### src/shared/sxm_pkg.sv
package sxm_pkg;

  // Serial word width and buffer depth.
  localparam int unsigned DATA_W     = 8;
  localparam int unsigned FIFO_DEPTH = 8;

  // Source clock for the serial divider, in MHz; no logic in the design uses it.
  localparam int unsigned SRC_CLK_MHZ = 33;

  // Divisor select codes: divide by 4, 8, 16 or 32.
  localparam logic [1:0] DIV_BY_4  = 2'h0;
  localparam logic [1:0] DIV_BY_8  = 2'h1;
  localparam logic [1:0] DIV_BY_16 = 2'h2;
  localparam logic [1:0] DIV_BY_32 = 2'h3;

  // Half periods of the serial clock in source cycles, less one, for each divisor.
  localparam logic [3:0] HALF_DIV_4  = 4'h1;
  localparam logic [3:0] HALF_DIV_8  = 4'h3;
  localparam logic [3:0] HALF_DIV_16 = 4'h7;
  localparam logic [3:0] HALF_DIV_32 = 4'hF;

  // Slave select codes; device number 5 is the on-board converter.
  localparam logic [2:0] SEL_EXT0 = 3'h0;
  localparam logic [2:0] SEL_EXT1 = 3'h1;
  localparam logic [2:0] SEL_ADC  = 3'h5;

  // Reset and idle level of the two chip select pins.
  localparam logic CS_IDLE = 1'b1;

  // Transfer configuration that travels with each word.
  typedef struct packed {
    logic [2:0] sel;
    logic [1:0] div;
    logic       cpol;
    logic       cpha;
  } sxm_cfg_t;

  // Word and its configuration as held in the buffer.
  typedef struct packed {
    sxm_cfg_t          cfg;
    logic [DATA_W-1:0] data;
  } sxm_req_t;

  localparam int unsigned REQ_W = $bits(sxm_req_t);

endpackage : sxm_pkg

### src/hw/sxm_master.sv
`timescale 1ns/1ps
//////////////////////////////////////////////////////////////////////////////////////////////////
//////////////////////////////////////////////////////////////////////////////////////////////////
module sxm_master
  import sxm_pkg::*;
(
  input  wire logic                       sys_clk,
  input  wire logic                       rst,
  input  wire logic                       ce,
  input  wire logic                       tx_valid,
  output logic                            tx_ready,
  input  wire logic [sxm_pkg::DATA_W-1:0] tx_data,
  input  wire logic [2:0]                 tx_sel,
  input  wire logic [1:0]                 tx_div,
  input  wire logic                       tx_cpol,
  input  wire logic                       tx_cpha,
  input  wire logic                       idle_cpol,
  output logic                            rx_valid,
  output logic      [sxm_pkg::DATA_W-1:0] rx_data,
  output logic                            busy,
  output logic                            spi_clk,
  output logic                            spi_mosi,
  input  wire logic                       spi_miso,
  output logic                            chip_select_zero_n,
  output logic                            chip_select_one_n,
  output logic                            adc_read_strobe
);

  import sxm_pkg::*;

  typedef enum logic [1:0] {ST_IDLE, ST_LEAD, ST_SHIFT, ST_TAIL} sxm_state_t;

  sxm_req_t          fifo_out;
  logic              fifo_vld, fifo_rdy;
  logic              miso_s1_r, miso_s2_r;
  sxm_state_t        st_r, st_nxt;
  sxm_cfg_t          cfg_r, cfg_nxt;
  logic [DATA_W-1:0] sh_r, sh_nxt;
  logic [3:0]        tick_r, tick_nxt, half;
  logic [4:0]        edge_r, edge_nxt;
  logic              clk_r, clk_nxt, mosi_r, mosi_nxt;
  logic              cs0_r, cs0_nxt, cs1_r, cs1_nxt, adc_r, adc_nxt;
  logic              rxv_r, rxv_nxt;
  logic [DATA_W-1:0] rxd_r, rxd_nxt;
  logic              idle_r, idle_nxt;
  logic              smp_r, smp_nxt;
  logic              busy_r, busy_nxt;

  //////////////////////////////////////////////////////////////////////////////////////////////
  // Requests wait in the buffer; full buffer stalls the producer.
  sxm_fifo #(.WIDTH(REQ_W), .DEPTH(FIFO_DEPTH)) u_fifo (
    .sys_clk   (sys_clk),
    .rst       (rst),
    .ce        (ce),
    .in_valid  (tx_valid),
    .in_ready  (tx_ready),
    .in_data   ({tx_sel, tx_div, tx_cpol, tx_cpha, tx_data}),
    .out_valid (fifo_vld),
    .out_ready (fifo_rdy),
    .out_data  (fifo_out)
  );

  //////////////////////////////////////////////////////////////////////////////////////////////
  // The data input comes from a pin, so it is synchronised before use.
  always_ff @(posedge sys_clk) begin
    if (rst) begin
      miso_s1_r <= 1'b0;
      miso_s2_r <= 1'b0;
    end else if (ce) begin
      miso_s1_r <= spi_miso;
      miso_s2_r <= miso_s1_r;
    end
  end

  // Half period of the serial clock for the chosen divisor.
  always_comb begin
    unique case (cfg_r.div)
      DIV_BY_4:  half = HALF_DIV_4;
      DIV_BY_8:  half = HALF_DIV_8;
      DIV_BY_16: half = HALF_DIV_16;
      DIV_BY_32: half = HALF_DIV_32;
    endcase
  end

  // Transfer sequencer: select, clock edges, bit shifting and release.
  always_comb begin
    st_nxt   = st_r;
    cfg_nxt  = cfg_r;
    sh_nxt   = sh_r;
    tick_nxt = tick_r;
    edge_nxt = edge_r;
    clk_nxt  = clk_r;
    mosi_nxt = mosi_r;
    cs0_nxt  = cs0_r;
    cs1_nxt  = cs1_r;
    adc_nxt  = adc_r;
    rxv_nxt  = 1'b0;
    rxd_nxt  = rxd_r;
    idle_nxt = idle_r;
    fifo_rdy = 1'b0;
    smp_nxt  = 1'b0;
    // The data bit is taken one cycle after its clock edge, so the two-flop
    // synchroniser has caught up even at the fastest divisor.
    if (smp_r) begin
      sh_nxt = {sh_r[DATA_W-2:0], miso_s2_r};
    end
    unique case (st_r)
      ST_IDLE: begin
        clk_nxt  = idle_cpol;
        idle_nxt = idle_cpol;
        cs0_nxt  = CS_IDLE;
        cs1_nxt  = CS_IDLE;
        adc_nxt  = 1'b0;
        if (fifo_vld) begin
          fifo_rdy = 1'b1;
          cfg_nxt  = fifo_out.cfg;
          sh_nxt   = fifo_out.data;
          cs0_nxt  = !(fifo_out.cfg.sel == SEL_EXT0);
          cs1_nxt  = !(fifo_out.cfg.sel == SEL_EXT1);
          adc_nxt  = (fifo_out.cfg.sel == SEL_ADC);
          clk_nxt  = fifo_out.cfg.cpol;
          mosi_nxt = fifo_out.data[DATA_W-1];
          tick_nxt = '0;
          edge_nxt = '0;
          st_nxt   = ST_LEAD;
        end
      end
      ST_LEAD: begin
        // One half period of select setup; the shift state waits another half period before the first edge.
        tick_nxt = tick_r + 4'h1;
        if (tick_r == half) begin
          tick_nxt = '0;
          st_nxt   = ST_SHIFT;
        end
      end
      ST_SHIFT: begin
        tick_nxt = tick_r + 4'h1;
        if (tick_r == half) begin
          tick_nxt = '0;
          clk_nxt  = !clk_r;
          edge_nxt = edge_r + 5'h01;
          // Even edges sample when phase is clear, odd edges otherwise.
          if (edge_r[0] == cfg_r.cpha) begin
            smp_nxt = 1'b1;
          end else if (!(cfg_r.cpha && edge_r == 5'h00)) begin
            mosi_nxt = sh_r[DATA_W-1];
          end
          if (edge_r == 5'(2*DATA_W-1)) begin
            st_nxt = ST_TAIL;
          end
        end
      end
      ST_TAIL: begin
        tick_nxt = tick_r + 4'h1;
        if (tick_r == half) begin
          rxv_nxt  = 1'b1;
          rxd_nxt  = sh_r;
          cs0_nxt  = CS_IDLE;
          cs1_nxt  = CS_IDLE;
          adc_nxt  = 1'b0;
          clk_nxt  = idle_r;
          st_nxt   = ST_IDLE;
        end
      end
    endcase
    busy_nxt = (st_nxt != ST_IDLE);
  end

  // Registers the sequencer state and every pin.
  always_ff @(posedge sys_clk) begin
    if (rst) begin
      st_r   <= ST_IDLE;
      cfg_r  <= '0;
      sh_r   <= '0;
      tick_r <= '0;
      edge_r <= '0;
      clk_r  <= 1'b0;
      mosi_r <= 1'b0;
      cs0_r  <= CS_IDLE;
      cs1_r  <= CS_IDLE;
      adc_r  <= 1'b0;
      rxv_r  <= 1'b0;
      rxd_r  <= '0;
      idle_r <= 1'b0;
      smp_r  <= 1'b0;
      busy_r <= 1'b0;
    end else if (ce) begin
      st_r   <= st_nxt;
      cfg_r  <= cfg_nxt;
      sh_r   <= sh_nxt;
      tick_r <= tick_nxt;
      edge_r <= edge_nxt;
      clk_r  <= clk_nxt;
      mosi_r <= mosi_nxt;
      cs0_r  <= cs0_nxt;
      cs1_r  <= cs1_nxt;
      adc_r  <= adc_nxt;
      rxv_r  <= rxv_nxt;
      rxd_r  <= rxd_nxt;
      idle_r <= idle_nxt;
      smp_r  <= smp_nxt;
      busy_r <= busy_nxt;
    end
  end

  // Outputs come straight from flip-flops.
  assign spi_clk            = clk_r;
  assign spi_mosi           = mosi_r;
  assign chip_select_zero_n = cs0_r;
  assign chip_select_one_n  = cs1_r;
  assign adc_read_strobe    = adc_r;
  assign rx_valid           = rxv_r;
  assign rx_data            = rxd_r;
  assign busy               = busy_r;

endmodule : sxm_master

### src/hw/sxm_fifo.sv
`timescale 1ns/1ps
module sxm_fifo #(
  parameter int unsigned WIDTH = 8,
  parameter int unsigned DEPTH = 8
) (
  input  wire logic             sys_clk,
  input  wire logic             rst,
  input  wire logic             ce,
  input  wire logic             in_valid,
  output logic                  in_ready,
  input  wire logic [WIDTH-1:0] in_data,
  output logic                  out_valid,
  input  wire logic             out_ready,
  output logic      [WIDTH-1:0] out_data
);

  localparam int unsigned AW = $clog2(DEPTH);

  logic [WIDTH-1:0] mem_r [DEPTH];
  logic [AW-1:0]    wp_r, wp_nxt, rp_r, rp_nxt;
  logic [AW:0]      cnt_r, cnt_nxt;
  logic [WIDTH-1:0] dout_r, dout_nxt;
  logic             vld_r, vld_nxt;
  logic             rdy_r, rdy_nxt;
  logic             push, pop, load;

  // Storage holds words behind a registered output stage.
  always_comb begin
    push     = in_valid && rdy_r;
    load     = (cnt_r != '0) && (!vld_r || out_ready);
    pop      = load;
    wp_nxt   = push ? wp_r + 1'b1 : wp_r;
    rp_nxt   = pop ? rp_r + 1'b1 : rp_r;
    cnt_nxt  = cnt_r + (AW+1)'(push) - (AW+1)'(pop);
    dout_nxt = load ? mem_r[rp_r] : dout_r;
    vld_nxt  = load ? 1'b1 : (out_ready ? 1'b0 : vld_r);
    // The output stage counts toward the depth, so at most DEPTH words are held.
    rdy_nxt  = (cnt_nxt + (AW+1)'(vld_nxt)) != (AW+1)'(DEPTH);
  end

  // Registers the pointers, count and output word.
  always_ff @(posedge sys_clk) begin
    if (rst) begin
      wp_r   <= '0;
      rp_r   <= '0;
      cnt_r  <= '0;
      vld_r  <= 1'b0;
      dout_r <= '0;
      rdy_r  <= 1'b1;
    end else if (ce) begin
      wp_r   <= wp_nxt;
      rp_r   <= rp_nxt;
      cnt_r  <= cnt_nxt;
      vld_r  <= vld_nxt;
      dout_r <= dout_nxt;
      rdy_r  <= rdy_nxt;
      if (push) begin
        mem_r[wp_r] <= in_data;
      end
    end
  end

  assign in_ready  = rdy_r;
  assign out_valid = vld_r;
  assign out_data  = dout_r;

endmodule : sxm_fifo

### config.mk
export PLATFORM = sky130hd
export DESIGN_NAME = sxm_master
export DESIGN_NICKNAME = d
export VERILOG_FILES = /design/src/shared/sxm_pkg.sv /design/src/hw/sxm_master.sv /design/src/hw/sxm_fifo.sv
export SDC_FILE = /design/constraint.sdc
export NUM_CORES = 1
export LEC_CHECK = 0
export ABC_AREA = 1
export BUFFER_PORTS_ARGS = -buffer_cell sky130_fd_sc_hd__buf_4
export CAP_MARGIN = 10
export CORE_ASPECT_RATIO = 1.4
export CORE_MARGIN = 2
export CORE_UTILIZATION = 61
export DETAILED_ROUTE_END_ITERATION = 12
export GPL_ROUTABILITY_DRIVEN = 0
export GPL_TIMING_DRIVEN = 1
export PLACE_DENSITY = 0.88
export SETUP_SLACK_MARGIN = 0.5
export SLEW_MARGIN = 5
export SYNTH_ARGS = -nofsm -noshare
export SYNTH_HDL_FRONTEND = slang
export SYNTH_SLANG_ARGS = --single-unit
### constraint.sdc
create_clock -name sys_clk -period 4.2 [get_ports sys_clk]
set_clock_uncertainty 0.15 [all_clocks]
set_input_delay 1.05 -clock sys_clk [delete_from_list [all_inputs] [get_ports sys_clk]]
set_output_delay 1.05 -clock sys_clk [all_outputs]
set_load 0.05 [all_outputs]
======== Word level (Yosys, flattened, before mapping) ========
Memory sizes are Yosys's and may differ from the RTL's. A register that Yosys moved wholly into a read port is not among the register bits.
Cells that the tools add are included.
storage, ports and cells
  flip-flop bits (word level) ............. 53
  RAM bits ................................ 120
  bits of input ports ..................... 21
  output and inout bits ................... 16
  logic and storage cells ................. 122
  memories ................................ 1
cells by class
  $add $sub $neg .......................... 7
  eq/ne operators ......................... 17
  mux-type cells .......................... 46
  reductions and logical operators ........ 28
memory list
  memory        words  width  rd ports  clocked after Yosys merged registers in  wr ports  RTL line        RTL
  u_fifo.mem_r  8      15     1         1                                        1         sxm_fifo.sv:19  logic [WIDTH-1:0] mem_r [DEPTH];
operators with widths
  operator             count
  $mux 1               25
  $mux 8               3
  $pmux 4 s4           1
  $pmux 4 s3           1
  $mux 2               5
  $mux 5               2
  $pmux 5 s2           1
  $reduce_and 3->1     3
  $add 4x1->4          2
  $eq 2x2->1 const B   4
  $mux 4               2
  $ne 2x2->1 const B   4
  $pmux 1 s2           4
  $pmux 2 s4           1
  $reduce_and 2->1     4
  $reduce_and 4->1     2
  $add 3x1->3 const B  2
  $reduce_and 6->1     1
  $reduce_bool 2->1    3
  $add 5x1->5 const B  1
  $eq 5x4->1 const B   1
  $logic_not 5->1      1
  $add 4x1->4 const B  1
  $eq 2x1->1 const B   2
  16 further kinds     22

======== Longest topological paths before layout ========
  depth after elaboration ................. 7
  mapped depth ............................ 17
  depth with buffers taken out ............ 17

======== Modules after synthesis ========
Synthesis repeated with hierarchy kept, for this count alone.
unflattened totals
  cell total of the unflattened synthesis .. 901
  area total of the unflattened synthesis .. 8314.2 um^2
modules (own cells, without submodules)
  module      times used  cells each  area each (um^2)  seq. area each (um^2)
  sxm_fifo    1           615         6224.7            4144.0
  sxm_master  1           286         2089.5            820.8

======== Least setup slack after synthesis ========
No wires, ideal clock.
  path type ............................... input port to flip-flop
  from .................................... in ce
  to ...................................... mem u_fifo.mem_r[0][0] (netlist name) (enable)
  setup time .............................. 406 ps
  arrival ................................. 2616 ps
  data required time ...................... 3644 ps
  slack ................................... 1028 ps
  stages .................................. 6
  buffers on the path ..................... 0
  path through ............................ inv_2 > nor2_2 > inv_1 > nor2_1 > inv_2 > nor3_1
on the way
  cells in the longest elaborated chain, start to end .. 3
ends and longest elaborated chain
  item                          RTL line         RTL
  start, declared               sxm_master.sv:9  input wire logic ce,
  $mux 1                        sxm_fifo.sv:50   end else if (ce) begin
  $mux 1                        sxm_fifo.sv:43   if (rst) begin
  $mux 1 (not written as such)  sxm_fifo.sv:58   mem_r[wp_r] <= in_data;
  end, declared                 sxm_fifo.sv:19
No other way between the ends.

======== Final worst setup path ========
  from .................................... reg st_r[1]
  to ...................................... reg u_fifo.rdy_r (netlist: u_fifo.in_ready)
on the way
  cells in the longest elaborated chain, start to end .. 7
  elaborated cells on any way between the ends .. 9
  those cells by class .................... 2 x add/sub; 1 x eq/ne; 3 x mux; 3 x reduce/logical
ends and longest elaborated chain
  item                    RTL line           RTL
  start, declared         sxm_master.sv:36   sxm_state_t st_r, st_nxt;
  start signal, assigned  sxm_master.sv:188  st_r <= st_nxt;
  $logic_not 2->1         sxm_master.sv:107  unique case (st_r)
  $mux 1                  sxm_master.sv:107
  $logic_or 1x1->1        sxm_fifo.sv:30     load = (cnt_r != '0) && (!vld_r || out_ready);
  $logic_and 1x1->1       sxm_fifo.sv:30
  $sub 4x1->4             sxm_fifo.sv:34     cnt_nxt = cnt_r + (AW+1)'(push) - (AW+1)'(pop);
  via u_fifo.cnt_nxt[1]   sxm_fifo.sv:21     logic [AW:0] cnt_r, cnt_nxt;
  $add 4x1->4             sxm_fifo.sv:38     rdy_nxt = (cnt_nxt + (AW+1)'(vld_nxt)) != (AW+1)'(DEPTH);
  $ne 4x4->1              sxm_fifo.sv:38
  end signal, assigned    sxm_fifo.sv:56     rdy_r <= rdy_nxt;
  end, declared           sxm_fifo.sv:24     logic rdy_r, rdy_nxt;
The timed path passes the listed nets, and every way through them passes these cells.
A chain may end at the register's enable or synchronous reset.

==> impl_metrics.ini <==
[outcome]
status = finished, final reports clean

[power_and_ir_drop]
sw_frac_of_total = 0.3002
internal-power_uw = 3324
pwr_density_cell_mw_per_mm2 = 531.3
p_comb_frac = 0.193
clock_power_share = 0.364
cellLeakagePower_uw = 0.003186
seq_power_share = 0.443
power.switching_uw = 1426
fin_total_pwr_uw = 4750
ir_drop_mv = 0.4789

[global_route]
grt_max_degree = 63
grt_pass1_wl_um = 27970
grt_use_total = 0.2625
antenna_found_initial = 0
first_global_vias = 5683
gr-total-overflow = 0

[synthesis]
ys_ff_latch = 188
syn_inst = 758
synth-simple-area-share = 0.1382
synth_area_leader_cell = edfxtp_1
async_flop_share = 0
synth_enable_flop_cells = 120
synth_ff_type = edfxtp_1
yosys-top-cells-area = edfxtp_1 46%, dfxtp_1 17%, nor2_1 5.9%, o21ai_0 5.3%, nand2_1 4.3%
syn_avg_cell_area_um2 = 10.43
synth.area.mux_share = 0
yosys_warnings = 0
synth_fa_ha_area_frac = 0.03102
yosysTopAreaCellShare = 0.4558
synth_xor_area_frac = 0.003324
netlist_area_mm2 = 0.007905
synth_top_family_by_area = compound AO/OA/AOI/OAI gates
synth_compound_area_frac = 0.1540
synth_cell_types = 40
synth_nets = 798
synth_seq_area_share = 0.6280

[timing]
fin_crit_sh = 0.7940
setup_viol = 0
finalSetupTns_ns = 0
period_needed_ns = 3.335
rsz0062_at_grt = false
hold_viol = 0
relSlewSlack = 0.3332
maxSlewViolCount = 0
timing.fmax_ghz = 0.2999
worstMarginPinSlew_ns = 0.9992
fin_ws_ns = 0.8653

[floorplan]
core-area_mm2 = 0.01275
fp.dieW_um = 100.2
ioPinCount = 37
start_util = 0.6199
die_h_um = 138.7
die_area_mm2 = 0.01390
num_rows = 49

[setup_path]
cp_common_cell = inv_1
crit_family = adder cells
endpoint_kind = flop
critPathMaxStageDelay_ns = 0.55
r2r_cells = 16
cp_slowest_cell = fa_1
required_ns = 4.38
critPathArrivalTime_ns = 3.52
cp_max_fo = 8
cp_cell_sequence = inv_1, ha_2, inv_2, a21oi_4, ha_1, inv_1, ha_1, inv_1, fa_1, inv_1, ha_1, xor2_1, nor3_1, nand2_1, o21ai_0, nand2_1
reg2reg_to = u_fifo.in_ready
crit_type = flop to flop
cp.buffers_inverters = 5
rr_startpoint = st_r[1]
critPathLaunchType = flop
rrSetupSlack_ns = 0.87

[layout]
fill_cells = 849
stdcell_count = 951
layout.nets = 825
drive_above_1_share = 0.1404
fin_util = 0.7010
regArea_mm2 = 0.004965
diodes = 0
multi_input_area_mm2 = 0.002604
areaGrowthSynthToFinish_pct = 13.09

[drt]
finalWirelength_um = 17370
route.vias.total = 5813
dr.pass1.iters = 7
post-route-drc-count = 0
drt_iter0_markers = 542
routed_via_density = 6.113
ant_nets = 0
wl_per_cell_um = 18.26

[placement]
post-place-ws_ns = 0.7871
hpwl_um = 10370
io_buffer_count = 36
dp_cells = 919

[clocking]
cts_sinks = 188
cts-root-buf = clkbuf_16
clkTransAtPathRegs_ns = 0.07
clock_latency_ns = 0.44
numCtsBuffers = 17
cts_buffer_depth = 2
postCtsHoldBufs = 0
cts_tree = done
htree_num_levels = 4

[worst_hold_path]
hold_class = flop to flop
hold_end = chip_select_zero_n
worstHoldStart = chip_select_zero_n
hold-path-cell-count = 2

[flow_run]
cap_violations = 0
-- layer usage --
metal  vias up  part of all wire  global-route usage  wire length, um
met3        56             0.066             0.06351             1144
met2       259              0.54              0.4500             9315
met4         0             0.033              0.1341              568
met1      2775              0.36              0.3019             6337
li1       2723                 -                   -                -
met5         -                 0                   0                0
-- timing repair --
item | CTS | global route
endpoints found under the setup margin | 0 | 1
setup buffers | 0 | 0
gates resized for setup | 0 | 1
-- state kept, by name, summed over array words and instances, names as in the netlist, 2 cells and up --
signal / cells
sh_r: 8
edge_r: 5
u_fifo.wp_r: 3
rx_data: 8
u_fifo.cnt_r: 4
u_fifo.out_data: 15
tick_r: 4
u_fifo.rp_r: 3
u_fifo.mem_r: 120
cfg_r: 3
st_r: 2
-- cell families after synthesis --
group | Yosys count
buffers and inverters | 88
xor gates and xnor gates | 3
and+or+nand+nor | 256
adders and majority gates | 19
AOI/OAI and AO/OA | 204
DFF | 188
-- tightest hold or removal path, cell delays in order (launching register included) --
cell	delay, ns
dfxtp_1	0.33
nand2_1	0.06
nand3_1	0.05
-- worst max path at each step --
stage | depth (start not counted) | start | end | slack (ns)
global placement | 16 | st_r[1] | u_fifo.in_ready | 0.99
finish | 16 | st_r[1] | u_fifo.in_ready | 0.87
detailed placement | 16 | st_r[1] | u_fifo.in_ready | 0.79
global route | 16 | st_r[1] | u_fifo.in_ready | 0.60
CTS | 16 | st_r[1] | u_fifo.in_ready | 0.76
floorplan | 6 | ce | u_fifo.mem_r[0][0] | 1.03
-- synth_stat cells, types with 2 or more instances --
master    number
dfxtp_1       68
nor3b_2        2
nand3_4        2
o21ai_1        8
a211oi_1       2
inv_2         12
inv_1         36
nand2_4        2
a21oi_4        2
nor2_1       124
buf_1          3
clkbuf_1      21
nand2_1       90
ha_1          18
nand3_1       18
nor3_1         9
clkinv_2       2
o21ai_0       84
nand4_1        3
o32ai_1       15
buf_2         11
edfxtp_1     120
a31oi_1        7
a21oi_1       50
nor2_4         2
xnor2_1        2
o211ai_1      32
-- cell usage in the layout, fill, tap and decap left out, types with 3 or more instances in the layout --
cell         n
o32ai_1     15
nand3_1     18
clkbuf_16   17
edfxtp_1   120
bufinv_16    3
nor3_2       4
nand4_1      3
nand2_1     90
inv_6        4
inv_1       36
nor3_1       5
a31oi_1      7
o211ai_1    32
ha_1        17
inv_2       12
dfxtp_1     68
o21ai_0     84
a21oi_1     50
nor2_1     124
o21ai_1      8
buf_4       46
inv_8        4
-- stage by stage --
stage	instance area, um2	hold WS, ns
5_1_grt	8940	0.3302
2_1_floorplan	7905	0.2865
6_report	8940	0.3111
3_5_place_dp	8293	0.2956
3_3_place_gp	8293	0.2952
4_1_cts	8937	0.3140
-- power groups by stage --
stage	clock network, uW	registers [uW]	logic [uW]
6_report	1730	2110	915
4_1_cts	1740	2100	906
3_3_place_gp	0	2140	820
3_5_place_dp	0	2140	885
2_1_floorplan	0	2150	650
5_1_grt	1820	2110	1020
-- final cells by class --
type	count	area share
Clock buffer	17	0.04759
Clock inverter	15	0.02449
Inverter	50	0.02127
Multi-Input combinational cell	482	0.2913
Sequential cell	188	0.5554
Tap cell	153	0.02141
Timing Repair Buffer	46	0.03863
Power figures use the tool's default switching activity.
